===== src/hdl/sq_pkg.sv =====
package sq_pkg;
  // ----------------------------------------------------------------
  // sizes
  // ----------------------------------------------------------------
  localparam int NINST = 5;
  localparam int NQTY = 4;
  localparam int SEL_W = 2;
  localparam int SMP_W = 16;
  localparam int LIM_W = 15;
  localparam int CODE_W = 8;
  localparam int NUM_W = 24;
  // ----------------------------------------------------------------
  // field positions and scaling
  // ----------------------------------------------------------------
  localparam int SIGN_POS = 7;
  localparam int QBIT_TOP = 7;
  localparam logic [NUM_W-1:0] CODE_SCALE2 = 24'h0000FE;
  localparam int AVG_SHIFT = 2;
  // ----------------------------------------------------------------
  // reset values
  // ----------------------------------------------------------------
  localparam logic [CODE_W-1:0] CODE_RST = 8'h00;
  localparam logic [SMP_W-1:0] AVG_RST = 16'h0000;
  typedef enum logic [1:0] {S_IDLE, S_DIV, S_PUSH} qstate_e;
endpackage


===== src/hdl/symmetric_clamp_quantizer.sv =====
`timescale 1ns/1ps
module symmetric_clamp_quantizer
  import sq_pkg::*;
(
  // clock and reset
  input wire logic mclk_i,
  input wire logic srst_i,
  // measured quantities, per-unit, one strobe for all
  input wire logic smp_valid_i,
  input wire logic [NQTY-1:0][SMP_W-1:0] qty_i,
  // per-quantizer settings
  input wire logic [NINST-1:0][SEL_W-1:0] src_sel_i,
  input wire logic [NINST-1:0][LIM_W-1:0] limit_i,
  input wire logic [NINST-1:0][SMP_W-1:0] bypass_thr_i,
  // code stream, one per quantizer
  output logic [NINST-1:0][CODE_W-1:0] code_o,
  output logic [NINST-1:0] code_valid_o,
  input wire logic [NINST-1:0] code_ready_i,
  // status
  output logic [NINST-1:0][CODE_W-1:0] status_o
);

  // ----------------------------------------------------------------
  // helpers
  // ----------------------------------------------------------------
  // one bit wider than the value, so the most negative input still fits
  function automatic logic [SMP_W:0] mag_of(
    input logic signed [SMP_W:0] v
  );
    mag_of = v[SMP_W] ? -v : v;
  endfunction

  genvar g;
  generate
    for (g = 0; g < NINST; g++)
    begin : g_inst
      // --------------------------------------------------------------
      // per-quantizer state
      // --------------------------------------------------------------
      qstate_e st_r;
      logic signed [SMP_W-1:0] avg_r;
      logic seeded_r;
      logic [NUM_W-1:0] rem_r;
      logic [NUM_W-1:0] den_r;
      logic [CODE_W-1:0] q_r;
      logic [2:0] bit_r;
      logic neg_r;
      logic [CODE_W-1:0] head_r;
      logic head_v_r;
      logic [CODE_W-1:0] spare_r;
      logic spare_v_r;
      logic [CODE_W-1:0] status_r;

      // --------------------------------------------------------------
      // averaging
      // --------------------------------------------------------------
      // a sample is only taken while the sequencer waits for one
      wire logic accept = (st_r == S_IDLE) && smp_valid_i;
      wire logic signed [SMP_W-1:0] x = qty_i[src_sel_i[g]];
      wire logic signed [SMP_W:0] diff =
        {x[SMP_W-1], x} - {avg_r[SMP_W-1], avg_r};
      wire logic [SMP_W:0] adiff = mag_of(diff);
      // strict compare: a step equal to the threshold is still filtered
      wire logic big = adiff > {1'b0, bypass_thr_i[g]};
      // signed on both sides, else the step shift turns logical
      wire logic signed [SMP_W:0] avg_step =
        $signed({avg_r[SMP_W-1], avg_r}) + (diff >>> AVG_SHIFT);
      // first sample seeds the average; a jump drops the filter
      wire logic signed [SMP_W-1:0] avg_nxt = (big || !seeded_r) ?
        x : avg_step[SMP_W-1:0];

      always_ff @(posedge mclk_i)
      begin
        if (srst_i)
        begin
          avg_r <= AVG_RST;
          seeded_r <= 1'b0;
        end
        else if (accept)
        begin
          avg_r <= avg_nxt;
          seeded_r <= 1'b1;
        end
      end

      // --------------------------------------------------------------
      // clamp and rounding numerator
      // --------------------------------------------------------------
      // limit is per-unit on the same scale as the samples
      wire logic signed [SMP_W-1:0] lim = {1'b0, limit_i[g]};
      wire logic signed [SMP_W-1:0] clamped = (avg_nxt > lim) ? lim :
        (avg_nxt < -lim) ? -lim : avg_nxt;
      wire logic [SMP_W:0] mag_w = mag_of({clamped[SMP_W-1], clamped});
      wire logic [SMP_W-1:0] mag = mag_w[SMP_W-1:0];
      // round half away from zero: (254*|x| + L) / (2L)
      wire logic [NUM_W-1:0] num =
        NUM_W'(mag) * CODE_SCALE2 + NUM_W'(lim);
      wire logic [NUM_W-1:0] den2 = NUM_W'({lim, 1'b0});
      wire logic [NUM_W-1:0] trial = den_r << bit_r;
      wire logic take = rem_r >= trial;
      // quotient never passes 127 since |x| <= L
      wire logic [CODE_W-1:0] word =
        {neg_r && (q_r[6:0] != 7'h00), q_r[6:0]};

      // --------------------------------------------------------------
      // two-entry output buffer
      // --------------------------------------------------------------
      // head feeds the output; spare catches a word while head is stalled
      // a pop and a push in one cycle keep a fill of one; no push is taken while spare is full, so a full pair drains
      wire logic push = (st_r == S_PUSH) && !spare_v_r;
      wire logic pop = head_v_r && code_ready_i[g];
      wire logic hv_pop = pop ? spare_v_r : head_v_r;
      wire logic [CODE_W-1:0] hd_pop = (pop && spare_v_r) ? spare_r : head_r;
      wire logic sv_pop = spare_v_r && !pop;
      wire logic head_v_nxt = hv_pop || push;
      wire logic [CODE_W-1:0] head_nxt = (push && !hv_pop) ? word : hd_pop;
      wire logic spare_v_nxt = sv_pop || (push && hv_pop);
      wire logic [CODE_W-1:0] spare_nxt =
        (push && hv_pop) ? word : spare_r;

      always_ff @(posedge mclk_i)
      begin
        if (srst_i)
        begin
          head_r <= CODE_RST;
          head_v_r <= 1'b0;
          spare_r <= CODE_RST;
          spare_v_r <= 1'b0;
        end
        else
        begin
          head_r <= head_nxt;
          head_v_r <= head_v_nxt;
          spare_r <= spare_nxt;
          spare_v_r <= spare_v_nxt;
        end
      end

      // --------------------------------------------------------------
      // sequencer: sample, 8-step division, hand-off
      // --------------------------------------------------------------
      // samples arriving while busy are skipped, not queued
      // one quotient bit per edge: 8 cycles traded for a small divider
      always_ff @(posedge mclk_i)
      begin
        if (srst_i)
        begin
          st_r <= S_IDLE;
          rem_r <= '0;
          den_r <= '0;
          q_r <= CODE_RST;
          bit_r <= 3'h0;
          neg_r <= 1'b0;
        end
        else
        begin
          unique case (st_r)
            S_IDLE:
            begin
              if (smp_valid_i)
              begin
                neg_r <= clamped[SMP_W-1];
                rem_r <= num;
                den_r <= den2;
                q_r <= CODE_RST;
                bit_r <= 3'(QBIT_TOP);
                // zero limit has no scale; emit zero
                st_r <= (lim == '0) ? S_PUSH : S_DIV;
              end
            end
            S_DIV:
            begin
              if (take)
              begin
                rem_r <= rem_r - trial;
                q_r[bit_r] <= 1'b1;
              end
              if (bit_r == 3'h0)
                st_r <= S_PUSH;
              else
                bit_r <= bit_r - 3'h1;
            end
            S_PUSH:
            begin
              // full buffer stalls here, so no word is lost
              if (push)
                st_r <= S_IDLE;
            end
          endcase
        end
      end

      // status follows every word into the buffer, held until the next
      always_ff @(posedge mclk_i)
      begin
        if (srst_i)
          status_r <= CODE_RST;
        else if (push)
          status_r <= word;
      end

      // --------------------------------------------------------------
      // outputs, all straight from registers
      // --------------------------------------------------------------
      assign code_o[g] = head_r;
      assign code_valid_o[g] = head_v_r;
      assign status_o[g] = status_r;
    end
  endgenerate

endmodule


===== config.mk =====
export PLATFORM = sky130hd
export DESIGN_NAME = symmetric_clamp_quantizer
export DESIGN_NICKNAME = d
export VERILOG_FILES = /design/src/hdl/sq_pkg.sv /design/src/hdl/symmetric_clamp_quantizer.sv
export SDC_FILE = /design/constraint.sdc
export NUM_CORES = 2
export LEC_CHECK = 0
export BUFFER_PORTS_ARGS = -buffer_cell sky130_fd_sc_hd__buf_2
export CAP_MARGIN = 20
export CORE_MARGIN = 5
export CORE_UTILIZATION = 43
export CTS_BUF_LIST = sky130_fd_sc_hd__clkbuf_4 sky130_fd_sc_hd__clkbuf_8 sky130_fd_sc_hd__clkbuf_16
export DETAILED_ROUTE_END_ITERATION = 16
export GPL_ROUTABILITY_DRIVEN = 0
export PLACE_DENSITY = 0.61
export SYNTH_ARGS = -nofsm -noshare
export SYNTH_HDL_FRONTEND = slang
export SYNTH_SLANG_ARGS = --single-unit
export TNS_END_PERCENT = 10

===== constraint.sdc =====
create_clock -name mclk_i -period 21.8 [get_ports mclk_i]
set_input_delay 2.18 -clock mclk_i [delete_from_list [all_inputs] [get_ports mclk_i]]
set_output_delay 2.18 -clock mclk_i [all_outputs]
set_load 0.01 [all_outputs]

Word-level counts from Yosys, hierarchy flattened
Index checks and enable logic that the tools add are counted.
- add/subtract/negate cells: 40
- multipliers: 5
- magnitude comparators: 35
- equal/unequal tests: 35
- shifts and indexed selects: 5
- muxes and demuxes: 122
- bitwise logic cells: 5
- reduce and logical (&&, ||, !) cells: 130
- operators by type and width (operator ; number):
    $mux 16 ; 25
    $mux 24 ; 10
    $pmux 24 s2 ; 5
    $bmux 16 s2 ; 5
    $mux 8 ; 16
    $add 24x15->24 ; 5
    $ge 24x24->1 ; 5
    $shl 16x3->24 ; 5
    $sub 24x24->24 ; 5
    $mul 16x7->23 const B ; 5
    $gt 17x16->1 ; 5
    $mux 17 ; 5
    $neg 17->17 ; 5
    $sub 16x16->17 ; 5
    $add 16x15->16 ; 5
    $gt 16x16->1 ; 5
    $logic_not 16->1 ; 5
    $lt 16x16->1 ; 5
    $neg 15->16 ; 5
    $neg 16->16 ; 5
    $pmux 8 s2 ; 5
    $ne 2x2->1 const B ; 25
    $logic_and 1x1->1 ; 45
    $reduce_and 3->1 ; 15
    20 further kinds ; 151
- flip-flop bits (word level): 480
- input port bits: 237
- output and inout port bits: 85

Depth between registers and ports, before layout
- depth in word-level cells: 17
- mapped depth: 74
- depth with buffers taken out: 69

Worst setup path after synthesis
No wires, ideal clock.
- path type: input to register
- start point: input src_sel_i[2] (netlist bit)
- end point: register g_inst[1].rem_r[22]
- data arrival time: 17.013 ns
- required time: 21.714 ns
- slack: 4.701 ns
- cell stages on the path: 63
- path buffers: 6
- cell sequence: clkbuf_1 buf_1 mux4_2 inv_1 ha_1 inv_1 fa_1 a211oi_1 o211ai_1 nand2_1 xnor2_1 or4b_4 or4_4 o21ai_0 xnor2_1 ha_1 a211oi_1 o211ai_1 [... 27 more ...] fa_1 inv_1 ha_1 and2_1 o21ai_0 o21ai_0 o21a_1 nor2_1 xnor2_1 ha_1 nand3_1 o31a_1 a21boi_0 nor4b_1 nand3_1 xnor2_1 mux2i_1 a211oi_1
- longest elaborated chain between the ends: 17
- RTL lines (item ; RTL line ; text):
    from (decl) ; symmetric_clamp_quantizer.sv:12 ; input wire logic [NINST-1:0][SEL_W-1:0] src_sel_i,
    $bmux 16 s2 (*) ; symmetric_clamp_quantizer.sv:59 ; wire logic signed [SMP_W-1:0] x = qty_i[src_sel_i[g]];
    $mux 16 (not written as such) (*) ; symmetric_clamp_quantizer.sv:59 ;
    $sub 16x16->17 ; symmetric_clamp_quantizer.sv:61 ; {x[SMP_W-1], x} - {avg_r[SMP_W-1], avg_r};
    $neg 17->17 ; symmetric_clamp_quantizer.sv:30 ; mag_of = v[SMP_W] ? -v : v;
    $mux 17 ; symmetric_clamp_quantizer.sv:30 ;
    $gt 17x16->1 ; symmetric_clamp_quantizer.sv:64 ; wire logic big = adiff > {1'b0, bypass_thr_i[g]};
    $logic_or 1x1->1 ; symmetric_clamp_quantizer.sv:69 ; wire logic signed [SMP_W-1:0] avg_nxt = (big || !seeded_r) ?
    $mux 16 (*) ; symmetric_clamp_quantizer.sv:69 ;
    net g_inst[1].avg_nxt[2] ; symmetric_clamp_quantizer.sv:69 ;
    [... 1 more ...] ; n/a ;
    $mux 16 ; symmetric_clamp_quantizer.sv:92 ; (avg_nxt < -lim) ? -lim : avg_nxt;
    $mux 16 (*) ; symmetric_clamp_quantizer.sv:91 ; wire logic signed [SMP_W-1:0] clamped = (avg_nxt > lim) ? lim :
    $neg 16->16 ; symmetric_clamp_quantizer.sv:30 ;
    $mux 16 (*) ; symmetric_clamp_quantizer.sv:30 ;
    $mul 16x7->23 (*) ; symmetric_clamp_quantizer.sv:97 ; NUM_W'(mag) * CODE_SCALE2 + NUM_W'(lim);
    $add 24x15->24 (*) ; symmetric_clamp_quantizer.sv:97 ;
    $mux 24 (*) ; symmetric_clamp_quantizer.sv:160 ; if (smp_valid_i)
    $pmux 24 s2 (*) ; symmetric_clamp_quantizer.sv:157 ; unique case (st_r)
    to (signal assigned) ; symmetric_clamp_quantizer.sv:163 ; rem_r <= num;
    to (signal assigned) ; symmetric_clamp_quantizer.sv:175 ; rem_r <= rem_r - trial;
    to (decl) ; symmetric_clamp_quantizer.sv:43 ; logic [NUM_W-1:0] rem_r;
The timed path passes the listed nets; every way through them passes the cells marked *. The select of a mux whose other input is x is not followed.
A chain may end at the register's enable or synchronous reset.

Final worst setup path
- start point: input src_sel_i[0] (netlist bit)
- end point: register g_inst[0].rem_r[22]
- longest elaborated chain between the ends: 17
- RTL lines (item ; RTL line):
    $bmux 16 s2 (*) ; symmetric_clamp_quantizer.sv:59
    $mux 16 (not written as such) (*) ; symmetric_clamp_quantizer.sv:59
    $sub 16x16->17 ; symmetric_clamp_quantizer.sv:61
    $neg 17->17 ; symmetric_clamp_quantizer.sv:30
    $mux 17 ; symmetric_clamp_quantizer.sv:30
    $gt 17x16->1 ; symmetric_clamp_quantizer.sv:64
    $logic_or 1x1->1 ; symmetric_clamp_quantizer.sv:69
    $mux 16 (*) ; symmetric_clamp_quantizer.sv:69
    net g_inst[0].avg_nxt[9] ; symmetric_clamp_quantizer.sv:69
    [... 1 more ...] ; n/a
    $mux 16 ; symmetric_clamp_quantizer.sv:92
    $mux 16 (*) ; symmetric_clamp_quantizer.sv:91
    $neg 16->16 ; symmetric_clamp_quantizer.sv:30
    $mux 16 (*) ; symmetric_clamp_quantizer.sv:30
    $mul 16x7->23 (*) ; symmetric_clamp_quantizer.sv:97
    $add 24x15->24 (*) ; symmetric_clamp_quantizer.sv:97
    $mux 24 (*) ; symmetric_clamp_quantizer.sv:160
    $pmux 24 s2 (*) ; symmetric_clamp_quantizer.sv:157
    to (signal assigned) ; symmetric_clamp_quantizer.sv:163
    to (signal assigned) ; symmetric_clamp_quantizer.sv:175
    to (decl) ; symmetric_clamp_quantizer.sv:43
Marked as above.

==> results.md <==
- Status: finished clean
- Drt via density: about 5.8
- Die area: 0.162 mm^2
- Element type at the critical path end: flip-flop
- Fin crit share: 0.859
- Mapped Cells: 8457
- Syn Std Cell Area: 0.0662 mm^2
- # DRC: 0
- Setup TNS: 0 ps
- Cts hold-fix bufs: 0
- RSZ-0062 raised after global routing: false
- Max-cap violations: 0
- Finish-stage setup viols: 0
- Register area share after synthesis: 0.144
- Fin nets: 9914
- Starting Density: 0.431
- Sink Count: approximately 480
- Skew-Pair Late Insertion Delay: between 600 and 700 ps
- Final Critical Period: 18720 ps
- Final HPWL from detailed placement: 183000 um
- Layout cells sized above 1: 0.0852
- Final hold vios: 0
- Commonest cells after routing, fill and taps aside: inv_1 (907), nand2_1 (803), ha_1 (798)
- Core area: 0.154 mm^2
- Initial DRC count: 5092
- Count of pins over their slew limit: 0
- Resize count post-CTS: 0
- Post-synth EDFFs: 0
- Library cells used by synthesis: 110
- Most common cell after layout, fill and taps aside: inv_1
- Top achievable clock speed: between 50 and 60 MHz
- Vias in the first global route: 58.9k
- CP startpoint kind: input pin
- Root buf cell: clkbuf_16
- Number of routed nets with antenna violations: 0
- Cell mode on critical path: inv_1
- CTS tree: yes
- Grt total ovfl: 0
- Syn Area/Cell: 7.82 um^2
- Synth-to-layout area growth: 8.42%
- Slowest CP cell: o311ai_0
- Vias: 62.4k
- Total Wirelength: 223000 um
- Clock-pin slew on the worst setup and hold paths: 60 ps
- Filler Cells Inserted: 15.3k
- Slew HR: 0.256
- Slew @ Worst Pin: 1110 ps
- Max Fanout on Critical Path: 17
- Longest Clk Path Bufs: 3
- CP Class: in -> reg
- Die W: 402 um
- R2R Setup Slk: about 5400 ps
- Gr usage total: 0.261
- H-tree depth: 2
- YS warnings: 0
- Async SR Flop Fraction: 0
- First-pass GRT wire length: 340000 um
- FP Rows: 144
- Die Span Y: 402 um
- # IOs: 322
- Worst Skew: 30.3 ps
- CP top delay family: compound AO/OA/AOI/OAI gates
- FF+latch count, synth: 475
- Number of setup buffers added after CTS: 0
- First-pass iteration count of the detailed router: 6
- Min-delay worst type: reg -> reg
- CP max stage delay: 750 ps
- IO Port Bufs: 321
- WP buf/inv: 11
- Data arrival time of the worst path: just under 20000 ps
- CP Data Required Time: 22400 ps
- Antenna violations before repair: 70
- Syn Nets: ~9.8k
- Main synth FF type: dfxtp_1
- Drt wl/cell: 20.8 um
- CTS buffer count: 59
- Largest net degree at the start of global routing: approximately 170
## worst min-delay path, cell delays in order (launching register included)
cell     delay (ps)
dfxtp_1         300
nand2_1          50
a21oi_1          50
## cell type report
| class | instances | area, um^2 | share of cell area |
|---|---|---|---|
| clock buffers | 81 | 1720 | 0.0240 |
| well taps | 2044 | 2560 | 0.0357 |
| inverters | 917 | 3440 | 0.0480 |
| flip-flops and latches | 475 | 9510 | 0.133 |
| repair buffers | 378 | 2080 | 0.0290 |
| clock inverters | 22 | 275 | 0.00384 |
| multi-input cells | 6756 | 52000 | 0.726 |
| diodes | 34 | 85.1 | 0.00119 |
## path summary, 6_finish.rpt
path	start	endpoint	cells after the start
min	g_inst[3].status_r[6]	g_inst[3].status_r[6]	2
max reg2reg	g_inst[1].avg_r[0]	g_inst[1].rem_r[22]	57
max	src_sel_i[0]	g_inst[0].rem_r[22]	64
min reg2reg	g_inst[3].status_r[6]	g_inst[3].status_r[6]	2
## cell families (layout without fill, tap and decap cells)
kind of cell	after synthesis	count (layout)	share of synthesized area
fa+ha+maj	1090	1090	0.239
simple gates	2516	2516	0.178
xor+xnor	598	598	0.0792
other cells	0	34	0
compound gates	2198	2198	0.216
mux	354	354	0.0742
flops	475	475	0.144
buf+inv	1226	1398	0.0704
## sequential cells by signal, summed over array words and instances (netlist names), 10 cells and up
signal	flops
g_inst.st_r	10
g_inst.status_r	40
g_inst.bit_r	15
g_inst.den_r	75
g_inst.spare_r	40
g_inst.head_r	40
g_inst.rem_r	120
g_inst.q_r	35
g_inst.avg_r	80
## cell usage after synthesis, types with 47 or more instances
cell      number  area [um^2]
nand3_1      164          821
ha_1         800        10000
o21a_1        87          653
dfxtp_1      475         9510
nand2_1      803         3010
and3_1        51          319
or3_1         61          382
fa_1         290         5810
nor3_1       182          911
a211oi_1     234         1760
and2_1        56          350
nor2_1       711         2670
o21bai_1      74          556
a21oi_1      673         3370
clkbuf_1     246          923
xor2_1       192         1680
mux2_2        56          631
mux2i_1      193         1930
o211ai_1      64          480
xnor2_1      406         3560
nand2b_1      98          613
inv_1        907         3400
a31oi_1       96          601
nor2b_1      107          669
nand4_1       95          594
o21ai_0      380         1900
nor4_1        47          294
mux4_2       102         2300
a21o_1       131          983
## per-stage QoR
stage | cells | utilization | hold WS, ps | cell area [um^2] | worst slack, ps
2_1_floorplan | 8457 | - | 432 | 66200 | 4700
3_3_place_gp | 10600 | 0.453 | 440 | 69600 | 2680
3_5_place_dp | 10600 | 0.453 | 444 | 69600 | 2630
4_1_cts | 10700 | 0.466 | 452 | 71600 | 3210
5_1_grt | 10700 | 0.467 | 469 | 71700 | 1900
6_report | 10700 | 0.467 | 450 | 71700 | 3080
## routing by layer
metal	up-vias	GRT usage	part of all wire
li1	30300	-	-
met1	29700	0.359	0.45
met2	2096	0.417	0.44
met3	352	0.0644	0.089
met4	42	0.0549	0.022
met5	-	0	0.0013
Power is left out: the tool's default activity adds up to more than one toggle a clock period on the data nets, which glitch-free logic cannot reach.
